## src/verilog/ifeu_pkg.sv

```systemverilog
// Package for the interrupt flag and enable unit.
// Assumes an 8-bit zero-page bus with byte addresses.
package ifeu_pkg;
    localparam int IFEU_ADDR_W = 8;
    localparam int IFEU_DATA_W = 8;
    localparam int IFEU_NUM_FLAGS = 8;
    localparam logic [7:0] IFEU_ADDR_CLEAR_PORT = 8'h10;
    localparam logic [7:0] IFEU_ADDR_FLAGS = 8'h11;
    localparam logic [7:0] IFEU_ADDR_ENABLES = 8'h12;
    localparam logic [7:0] IFEU_ADDR_CNTA_LOW = 8'h18;
    localparam logic [7:0] IFEU_ADDR_CNTA_LOAD = 8'h1a;
    localparam logic [7:0] IFEU_ADDR_CNTB_LOW = 8'h1c;
    localparam logic [7:0] IFEU_ADDR_CNTB_LOAD = 8'h1e;
    localparam logic [7:0] IFEU_CLEAR_PORT_READ = 8'hff;
    localparam logic [7:0] IFEU_RESET_BYTE = 8'h00;
    localparam logic [3:0] IFEU_EDGE_MASK = 4'hf;
    localparam int IFEU_BIT_CNTA = 4;
    localparam int IFEU_BIT_CNTB = 5;
    localparam int IFEU_BIT_RX = 6;
    localparam int IFEU_BIT_TX = 7;
    localparam int IFEU_SS_TX_EMPTY = 6;
    localparam int IFEU_SS_TX_BUSY = 5;
    localparam int IFEU_SS_TX_END = 7;
endpackage : ifeu_pkg

```

## src/verilog/ifeu_edge_det.sv

```systemverilog
// Edge detector for one pin: two-stage synchroniser plus compare.
// Assumes the pin is asynchronous to clk.
`timescale 1ns/1ns
module ifeu_edge_det #(
    parameter bit RISING = 1'b1
) (
    // Clock and reset.
    input wire logic clk,
    input wire logic rst_n,
    // Pin and detected event.
    input wire logic pin,
    output logic edge_seen
);
    logic sync_a;
    logic sync_b;
    logic prev;

    // Synchronise the pin and keep the previous sample.
    always_ff @(posedge clk or negedge rst_n) begin
        if (!rst_n) begin
            sync_a <= 1'b0;
            sync_b <= 1'b0;
            prev <= 1'b0;
        end else begin
            sync_a <= pin;
            sync_b <= sync_a;
            prev <= sync_b;
        end
    end

    // Compare current and previous samples, one event per edge.
    always_ff @(posedge clk or negedge rst_n) begin
        if (!rst_n) begin
            edge_seen <= 1'b0;
        end else begin
            edge_seen <= RISING ? (sync_b & ~prev) : (~sync_b & prev);
        end
    end
endmodule : ifeu_edge_det

```

## src/verilog/ifeu_top.sv

```systemverilog
// Interrupt flag and enable unit: eight flags, enable mask, request output.
// Assumes the core drives a synchronous zero-page bus with one-cycle strobes,
// and that reads return data in the cycle after the strobe.
`timescale 1ns/1ns
module ifeu_top
    import ifeu_pkg::*;
(
    // Clock and chip reset.
    input wire logic clk,
    input wire logic rst_n,
    // Zero-page bus from the core.
    input wire logic [7:0] bus_addr,
    input wire logic bus_rd,
    input wire logic bus_wr,
    input wire logic [7:0] bus_wdata,
    output logic [7:0] bus_rdata,
    // Edge pins.
    input wire logic edge_pin_0,
    input wire logic edge_pin_1,
    input wire logic edge_pin_2,
    input wire logic edge_pin_3,
    // Events from counters and serial port on clk.
    input wire logic cnta_underflow,
    input wire logic cntb_underflow,
    input wire logic [7:0] serial_status_bits,
    // Maskable request to the core, active low.
    output logic irq_n
);
    logic [7:0] interrupt_flags;
    logic [7:0] interrupt_enables;
    logic [3:0] edge_pins;
    logic [3:0] edge_hits;
    logic [7:0] next_flags;
    logic wr_clear_port;
    logic rd_cnta_low;
    logic rd_cntb_low;
    logic wr_cnta_load;
    logic wr_cntb_load;
    logic rx_cond;
    logic tx_cond;

    // Edge flags sit in the low bits, one per pin, below the counter flags.
    localparam int NUM_EDGE_PINS = $bits(IFEU_EDGE_MASK);

    // Widths must agree with the bus byte; refuse a layout the decode cannot serve.
    if (IFEU_NUM_FLAGS != IFEU_DATA_W || NUM_EDGE_PINS > IFEU_BIT_CNTA) begin : g_layout_check
        $error("Flag layout does not fit the bus byte.");
    end

    assign edge_pins = {edge_pin_3, edge_pin_2, edge_pin_1, edge_pin_0};

    // One detector per edge pin; pins 0 and 1 rising, 2 and 3 falling.
    genvar gi;
    generate
        for (gi = 0; gi < NUM_EDGE_PINS; gi++) begin : g_edge
            ifeu_edge_det #(.RISING(gi < NUM_EDGE_PINS / 2)) u_det (
                .clk(clk),
                .rst_n(rst_n),
                .pin(edge_pins[gi]),
                .edge_seen(edge_hits[gi])
            );
        end
    endgenerate

    // Decode bus strobes that act on the flags.
    assign wr_clear_port = bus_wr && (bus_addr == IFEU_ADDR_FLAGS);
    assign rd_cnta_low = bus_rd && (bus_addr == IFEU_ADDR_CNTA_LOW);
    assign rd_cntb_low = bus_rd && (bus_addr == IFEU_ADDR_CNTB_LOW);
    assign wr_cnta_load = bus_wr && (bus_addr == IFEU_ADDR_CNTA_LOAD);
    assign wr_cntb_load = bus_wr && (bus_addr == IFEU_ADDR_CNTB_LOAD);
    assign rx_cond = |serial_status_bits[3:0];
    assign tx_cond = (serial_status_bits[IFEU_SS_TX_EMPTY] &
                      ~serial_status_bits[IFEU_SS_TX_BUSY]) |
                     serial_status_bits[IFEU_SS_TX_END];

    // Next flag value; a new event wins over a clear in the same cycle.
    always_comb begin
        next_flags = interrupt_flags;
        for (int i = 0; i < NUM_EDGE_PINS; i++) begin
            if (wr_clear_port && !bus_wdata[i]) begin
                next_flags[i] = 1'b0;
            end
            if (edge_hits[i]) begin
                next_flags[i] = 1'b1;
            end
        end
        if (rd_cnta_low || wr_cnta_load) begin
            next_flags[IFEU_BIT_CNTA] = 1'b0;
        end
        if (cnta_underflow) begin
            next_flags[IFEU_BIT_CNTA] = 1'b1;
        end
        if (rd_cntb_low || wr_cntb_load) begin
            next_flags[IFEU_BIT_CNTB] = 1'b0;
        end
        if (cntb_underflow) begin
            next_flags[IFEU_BIT_CNTB] = 1'b1;
        end
        next_flags[IFEU_BIT_RX] = rx_cond;
        next_flags[IFEU_BIT_TX] = tx_cond;
    end

    // Flag register.
    always_ff @(posedge clk or negedge rst_n) begin
        if (!rst_n) begin
            interrupt_flags <= IFEU_RESET_BYTE;
        end else begin
            interrupt_flags <= next_flags;
        end
    end

    // Enable register, written whole at its address.
    always_ff @(posedge clk or negedge rst_n) begin
        if (!rst_n) begin
            interrupt_enables <= IFEU_RESET_BYTE;
        end else if (bus_wr && bus_addr == IFEU_ADDR_ENABLES) begin
            interrupt_enables <= bus_wdata;
        end
    end

    // Read data; reads have no effect on edge flags.
    always_ff @(posedge clk or negedge rst_n) begin
        if (!rst_n) begin
            bus_rdata <= IFEU_RESET_BYTE;
        end else if (bus_rd) begin
            unique case (bus_addr)
                IFEU_ADDR_CLEAR_PORT: bus_rdata <= IFEU_CLEAR_PORT_READ;
                IFEU_ADDR_FLAGS: bus_rdata <= interrupt_flags;
                IFEU_ADDR_ENABLES: bus_rdata <= interrupt_enables;
                default: bus_rdata <= IFEU_RESET_BYTE;
            endcase
        end
    end

    // Request stays low while any enabled flag remains set. It is built from the next flag
    // value so that it moves on the same edge as the flag; an enable write takes one edge
    // more because the enable register itself is registered.
    always_ff @(posedge clk or negedge rst_n) begin
        if (!rst_n) begin
            irq_n <= 1'b1;
        end else begin
            irq_n <= ~|(next_flags & interrupt_enables);
        end
    end

    // Assertions guarding the documented behaviour.
    a_irq_follows_mask: assert property (@(posedge clk) disable iff (!rst_n)
        ##1 (irq_n == ~|($past(next_flags) & $past(interrupt_enables))))
        else $error("Request does not match enabled flags.");

    a_irq_held_pending: assert property (@(posedge clk) disable iff (!rst_n)
        (|(interrupt_flags & $past(interrupt_enables))) && $past(rst_n) |-> !irq_n)
        else $error("Request released while a condition is pending.");

    a_flag_read_value: assert property (@(posedge clk) disable iff (!rst_n)
        bus_rd && bus_addr == IFEU_ADDR_FLAGS |=> bus_rdata == $past(interrupt_flags))
        else $error("Flag read returned wrong value.");

    a_read_keeps_edges: assert property (@(posedge clk) disable iff (!rst_n)
        bus_rd && !bus_wr |=> (interrupt_flags[3:0] & $past(interrupt_flags[3:0]))
            == $past(interrupt_flags[3:0]))
        else $error("Read altered an edge flag.");

    a_clear_port_ff: assert property (@(posedge clk) disable iff (!rst_n)
        bus_rd && bus_addr == IFEU_ADDR_CLEAR_PORT |=> bus_rdata == IFEU_CLEAR_PORT_READ)
        else $error("Clear port did not read all ones.");

    a_zero_clears_edge: assert property (@(posedge clk) disable iff (!rst_n)
        wr_clear_port && !bus_wdata[0] && !edge_hits[0] |=> !interrupt_flags[0])
        else $error("Zero write failed to clear edge flag.");

    a_one_keeps_edge: assert property (@(posedge clk) disable iff (!rst_n)
        wr_clear_port && bus_wdata[2] && interrupt_flags[2] |=> interrupt_flags[2])
        else $error("One write cleared an edge flag.");

    a_enable_write: assert property (@(posedge clk) disable iff (!rst_n)
        bus_wr && bus_addr == IFEU_ADDR_ENABLES |=> interrupt_enables == $past(bus_wdata))
        else $error("Enable write not taken.");

    a_enable_hold: assert property (@(posedge clk) disable iff (!rst_n)
        !(bus_wr && bus_addr == IFEU_ADDR_ENABLES) |=> $stable(interrupt_enables))
        else $error("Enable changed without a write.");

    a_rise_sets_flag: assert property (@(posedge clk) disable iff (!rst_n)
        edge_hits[1] |=> interrupt_flags[1])
        else $error("Rising edge did not set flag.");

    a_fall_sets_flag: assert property (@(posedge clk) disable iff (!rst_n)
        edge_hits[3] |=> interrupt_flags[3])
        else $error("Falling edge did not set flag.");

    a_cnta_clear: assert property (@(posedge clk) disable iff (!rst_n)
        (rd_cnta_low || wr_cnta_load) && !cnta_underflow |=> !interrupt_flags[IFEU_BIT_CNTA])
        else $error("Counter A flag not cleared.");

    a_cntb_set: assert property (@(posedge clk) disable iff (!rst_n)
        cntb_underflow |=> interrupt_flags[IFEU_BIT_CNTB])
        else $error("Counter B flag not set.");

    a_rx_follows: assert property (@(posedge clk) disable iff (!rst_n)
        ##1 interrupt_flags[IFEU_BIT_RX] == $past(|serial_status_bits[3:0]))
        else $error("Receiver flag wrong.");

    a_tx_follows: assert property (@(posedge clk) disable iff (!rst_n)
        ##1 interrupt_flags[IFEU_BIT_TX] == $past(tx_cond))
        else $error("Transmitter flag wrong.");

    a_edge_two_cycles: assert property (@(posedge clk) disable iff (!rst_n)
        edge_hits[0] |=> !edge_hits[0])
        else $error("Edge detector fired on consecutive cycles.");

    // The request follows the masked next-flag value one edge later, in both directions.
    a_irq_asserts: assert property (@(posedge clk) disable iff (!rst_n)
        (|(next_flags & interrupt_enables)) |=> !irq_n)
        else $error("Request not raised for an enabled flag.");

    a_irq_releases: assert property (@(posedge clk) disable iff (!rst_n)
        !(|(next_flags & interrupt_enables)) |=> irq_n)
        else $error("Request raised with no enabled flag.");

    // A partial clear must not drop the request while other sources remain.
    a_partial_clear: assert property (@(posedge clk) disable iff (!rst_n)
        wr_clear_port && (|(next_flags & interrupt_enables)) |=> !irq_n)
        else $error("Partial clear released the request.");

    // Flag-register reads leave event flags in place and read data stands until the next read.
    a_read_no_clear: assert property (@(posedge clk) disable iff (!rst_n)
        bus_rd && !bus_wr && bus_addr == IFEU_ADDR_FLAGS |=>
            (interrupt_flags[IFEU_BIT_CNTB:0] & $past(interrupt_flags[IFEU_BIT_CNTB:0]))
            == $past(interrupt_flags[IFEU_BIT_CNTB:0]))
        else $error("Flag read cleared an event flag.");

    a_rdata_holds: assert property (@(posedge clk) disable iff (!rst_n)
        !bus_rd |=> $stable(bus_rdata))
        else $error("Read data changed without a read.");

    // A write to the clear port itself moves no edge flag down.
    a_clear_port_write: assert property (@(posedge clk) disable iff (!rst_n)
        bus_wr && bus_addr == IFEU_ADDR_CLEAR_PORT |=>
            (interrupt_flags[NUM_EDGE_PINS-1:0] & $past(interrupt_flags[NUM_EDGE_PINS-1:0]))
            == $past(interrupt_flags[NUM_EDGE_PINS-1:0]))
        else $error("Write to the clear port cleared an edge flag.");

    // The enable register reads back and a zero byte clears every enable.
    a_enables_read: assert property (@(posedge clk) disable iff (!rst_n)
        bus_rd && bus_addr == IFEU_ADDR_ENABLES |=> bus_rdata == $past(interrupt_enables))
        else $error("Enable read returned wrong value.");

    a_enables_zero: assert property (@(posedge clk) disable iff (!rst_n)
        bus_wr && bus_addr == IFEU_ADDR_ENABLES && bus_wdata == IFEU_RESET_BYTE
            |=> interrupt_enables == IFEU_RESET_BYTE)
        else $error("Zero write left an enable set.");

    // Counter flags: set on underflow, cleared by their accesses, else held.
    a_cnta_set: assert property (@(posedge clk) disable iff (!rst_n)
        cnta_underflow |=> interrupt_flags[IFEU_BIT_CNTA])
        else $error("Counter A flag not set.");

    a_cntb_clear: assert property (@(posedge clk) disable iff (!rst_n)
        (rd_cntb_low || wr_cntb_load) && !cntb_underflow |=> !interrupt_flags[IFEU_BIT_CNTB])
        else $error("Counter B flag not cleared.");

    a_cnta_hold: assert property (@(posedge clk) disable iff (!rst_n)
        !cnta_underflow && !rd_cnta_low && !wr_cnta_load
            |=> interrupt_flags[IFEU_BIT_CNTA] == $past(interrupt_flags[IFEU_BIT_CNTA]))
        else $error("Counter A flag moved without an event.");

    a_cntb_hold: assert property (@(posedge clk) disable iff (!rst_n)
        !cntb_underflow && !rd_cntb_low && !wr_cntb_load
            |=> interrupt_flags[IFEU_BIT_CNTB] == $past(interrupt_flags[IFEU_BIT_CNTB]))
        else $error("Counter B flag moved without an event.");

    // The flag-register write only touches edge flags, never the counter flags.
    a_write_keeps_cnt: assert property (@(posedge clk) disable iff (!rst_n)
        wr_clear_port && interrupt_flags[IFEU_BIT_CNTA] |=> interrupt_flags[IFEU_BIT_CNTA])
        else $error("Flag write cleared the counter flag.");

    // Serial flags follow their conditions one edge later: RX any of bits 3:0, TX on IFEU_SS_TX_END or on IFEU_SS_TX_EMPTY without IFEU_SS_TX_BUSY.
    a_rx_sets: assert property (@(posedge clk) disable iff (!rst_n)
        (|serial_status_bits[3:0]) |=> interrupt_flags[IFEU_BIT_RX])
        else $error("Receiver flag not set.");

    a_rx_clear: assert property (@(posedge clk) disable iff (!rst_n)
        serial_status_bits[3:0] == 4'h0 |=> !interrupt_flags[IFEU_BIT_RX])
        else $error("Receiver flag not cleared.");

    a_tx_sets: assert property (@(posedge clk) disable iff (!rst_n)
        serial_status_bits[IFEU_SS_TX_END] |=> interrupt_flags[IFEU_BIT_TX])
        else $error("Transmitter flag not set.");

    a_tx_clear: assert property (@(posedge clk) disable iff (!rst_n)
        !serial_status_bits[IFEU_SS_TX_EMPTY] && !serial_status_bits[IFEU_SS_TX_END]
            |=> !interrupt_flags[IFEU_BIT_TX])
        else $error("Transmitter flag not cleared.");

    // Per edge flag: a zero write clears it unless an edge lands in the same cycle,
    // a detected edge always sets it, and nothing else moves it.
    for (genvar gk = 0; gk < NUM_EDGE_PINS; gk++) begin : g_edge_checks
        a_zero_clears_bit: assert property (@(posedge clk) disable iff (!rst_n)
            wr_clear_port && !bus_wdata[gk] && !edge_hits[gk] |=> !interrupt_flags[gk])
            else $error("Zero write left an edge flag set.");

        a_edge_sets_bit: assert property (@(posedge clk) disable iff (!rst_n)
            edge_hits[gk] |=> interrupt_flags[gk])
            else $error("Detected edge did not set its flag.");

        a_one_keeps_bit: assert property (@(posedge clk) disable iff (!rst_n)
            wr_clear_port && bus_wdata[gk] && interrupt_flags[gk] |=> interrupt_flags[gk])
            else $error("One write cleared an edge flag.");

        a_edge_flag_hold: assert property (@(posedge clk) disable iff (!rst_n)
            !edge_hits[gk] && !(wr_clear_port && !bus_wdata[gk])
                |=> interrupt_flags[gk] == $past(interrupt_flags[gk]))
            else $error("Edge flag moved without an event.");
    end
endmodule : ifeu_top

```

## config.mk

```make
export PLATFORM = sky130hd
export DESIGN_NAME = ifeu_top
export DESIGN_NICKNAME = d
export VERILOG_FILES = /design/src/verilog/ifeu_pkg.sv /design/src/verilog/ifeu_edge_det.sv /design/src/verilog/ifeu_top.sv
export SDC_FILE = /design/constraint.sdc
export NUM_CORES = 1
export LEC_CHECK = 0
export ABC_AREA = 1
export BUFFER_PORTS_ARGS = -buffer_cell sky130_fd_sc_hd__buf_4
export CAP_MARGIN = 20
export CORE_MARGIN = 2
export CORE_UTILIZATION = 52
export CTS_BUF_LIST = sky130_fd_sc_hd__clkbuf_16
export CTS_CLUSTER_SIZE = 40
export DETAILED_ROUTE_END_ITERATION = 10
export GPL_TIMING_DRIVEN = 0
export PLACE_DENSITY = 0.75
export SLEW_MARGIN = 20
export SYNTH_ARGS = -nofsm -noshare
export SYNTH_HDL_FRONTEND = slang
export SYNTH_SLANG_ARGS = --single-unit
```

## constraint.sdc

```tcl
create_clock -name clk -period 1.2 [get_ports clk]
set_input_delay 0 -clock clk [delete_from_list [all_inputs] [get_ports clk]]
set_output_delay 0 -clock clk [all_outputs]
set_load 0.005 [all_outputs]
```

==> qor.yml <==
die:
  initial_utilization: 0.553
  die_y_um: 61.5
  rows: 20
  core_um2: 3100
  dieArea_um2: 3780
  ios: 43
  die_x_um: 61.5
critical_path:
  crit_type: "flop to flop"
  required_ns: 1.37
  path_cells: "nand3_1, nand3_1, mux2_2"
  critical_path.startpoint_type: "flop"
  endpoint_kind: "flop"
  cp.arrival_ns: 1.24
  crit_path_max_fanout: 3
  cp_slowest_stage_delay_ns: 0.41
  cpMaxStageDelayCell: "dfrtp_1"
  cpMostUsedCell: "nand3_1"
finish:
  area_growth_pct: 43.9
  diodes: 0
  nNetsFinal: 268
  layout-drive-gt1-share: 0.328
yosys:
  postSynthCellCount: 169
  ys_seq_area_frac: 0.598
  ys_ff_latch: 41
  synth_cell_types: 23
  syn_area_per_cell_um2: 10.2
  postSynthNetCount: 203
  yosys_warnings: 0
  syn_area_um2: 1720
grt:
  grt_overflow: 0
  grt_pass1_vias: 1374
  grt_antenna_before_repair: 0
  grt_pass1_wl_mm: 6.52
  grt_max_degree: 42
  track_usage: 0.246
timing:
  min_period_over_period: 0.895
  finalCriticalPeriod_ns: 1.07
  relSlewSlack: 0.668
  finClkSkew_ns: 0.00769
  hold_viol: 0
  slew_viol_final: 0
  setup_tns_ns: 0
  grt_setup_unrepaired: "false"
  holdWs_ns: 0.00319
  tightest_slew_ns: 0.497
  setup_viol: 0
  max_clock_freq_mhz: 931
power:
  peakVddDrop_v: 0.00140
  power_mw: 3.46
  leakage_nw: 1.28
  power_density_nw_per_um2: 1400
route:
  drtPass1Iterations: 4
  routed_via_density: 5.20
  vias: 1452
  routedWlPerCell_um: 15.1
  drt_iter0_markers: 105
  routed_wl_mm: 4.20
  drc: 0
  drtAntennaViolNets: 0
clock_network:
  cts-root-buf: "clkbuf_16"
  htree_levels: 2
  clkSlewWorstSetupHoldPaths_ns: 0.06
  cts_tree: "done"
  cts_buffers: 5
  max-clock-path-buffers: 2
  clock_latency_ns: 0.28
  cts.sinks: 41
run:
  drv_cap: 0
placement:
  hpwlAfterDp_mm: 2.39
  port_buffers: 40
  place_congestion: 0.848
outcome:
  status: "completed"
worst_hold_path:
  min_path_type: "input pin to flop"
layout make-up:
cell class,count,area [um2]
clock buffer,5,125
fill,196,633
inverter,27,101
buffer,5,37.5
multi-input combinational,96,564
sequential,41,1030
timing repair buffer,58,490
tap,44,55.1
clock inverter,3,68.8
final timing paths:
kind                                        start                endpoint  slack (ns)  cells after the start
max                          interrupt_enables[1]            bus_rdata[1]        0.13                      3
min                         serial_status_bits[6]      interrupt_flags[7]       0.003                      3
max reg2reg                  interrupt_enables[1]            bus_rdata[1]        0.13                      3
min reg2reg                g_edge[0].u_det.sync_a  g_edge[0].u_det.sync_b        0.35                      0
max in group asynchronous                   rst_n                   irq_n        0.61                      2
min in group asynchronous                   rst_n  g_edge[0].u_det.sync_a        0.23                      2
cell families (layout without fill, tap and decap cells):
logic type             Yosys count  after routing  synth area share
multiplexers                     8              8            0.0525
flip-flops                      41             41             0.598
AND/OR/NAND/NOR                 73             73             0.213
AO/OA/AOI/OAI                   15             15            0.0554
buffers and inverters           32             98            0.0809
layer usage:
layer  global-route usage  share of wire  vias up
met4               0.0973          0.035        0
li1                     -              -      675
met5                    0              0        -
met3               0.0651          0.067       16
met1                0.290           0.36      693
met2                0.430           0.53       68
cell usage in the layout (no fill, tap or decap), types with 4 or more instances in the layout:
master | synthesis | final
nand3_1 | 19 | 19
o211ai_1 | 4 | 4
inv_1 | 24 | 24
clkbuf_16 | 0 | 5
buf_4 | 0 | 40
dlymetal6s4s_1 | 0 | 4
nand4_1 | 6 | 6
nand2_1 | 27 | 27
nor2_1 | 12 | 11
dlygate4sd3_1 | 0 | 14
o21ai_1 | 4 | 4
mux2_2 | 8 | 8
dfrtp_1 | 40 | 40
a21oi_1 | 4 | 4
Yosys cell counts:
cell type	n	area, um2
o21ai_1	4	20.0
a22o_1	1	8.76
nand3_4	1	17.5
nor2_2	1	6.26
o21bai_1	1	7.51
inv_1	24	90.1
nand2_1	27	101
o211ai_1	4	30.0
dfrtp_1	40	1000
buf_2	3	15.0
mux2_2	8	90.1
a21oi_1	4	20.0
nand3_2	1	10.0
nor2_1	12	45.0
nand2_4	1	11.3
inv_2	3	11.3
nor2_4	2	22.5
buf_6	2	22.5
nand2_2	3	18.8
dfstp_2	1	26.3
a21oi_2	1	8.76
nand3_1	19	95.1
nand4_1	6	37.5
through the flow:
stage	cell area (um2)	utilization	instances	worst slack, ns
6_report	2470	0.796	279	0.126
4_1_cts	2450	0.788	279	0.0287
2_1_floorplan	1720	-	169	0.302
5_1_grt	2470	0.796	279	0.0766
3_3_place_gp	2070	0.668	253	0.0666
3_5_place_dp	2070	0.668	253	0.0577
flip-flops by register name, summed over array words and instances, names as in the netlist:
register / flops
interrupt_flags: 8
irq_n: 1
interrupt_enables: 8
g_edge.u_det.edge_seen: 4
g_edge.u_det.prev: 4
bus_rdata: 8
g_edge.u_det.sync_b: 4
g_edge.u_det.sync_a: 4
critical path, delay by kind of cell, from the launching register on:
kind             cells  cell delay (ns)
muxes                1             0.30
and+or+nand+nor      2             0.25
DFF                  1             0.41
repair_timing:
| item | CTS | global route |
|---|---|---|
| hold buffers | 18 | 0 |
| setup buffers | 0 | 1 |
| resized for setup | 0 | 7 |
| hold endpoints to repair | 53 | 0 |
| setup endpoints to repair | 0 | 1 |
power breakdown:
group	leakage, nW	switching [mW]	internal (mW)
clock	0.0944	0.531	1.20
combinational	0.712	0.132	0.148
sequential	0.477	0.0214	1.43
Note: power is estimated with default switching activity, not from simulation.
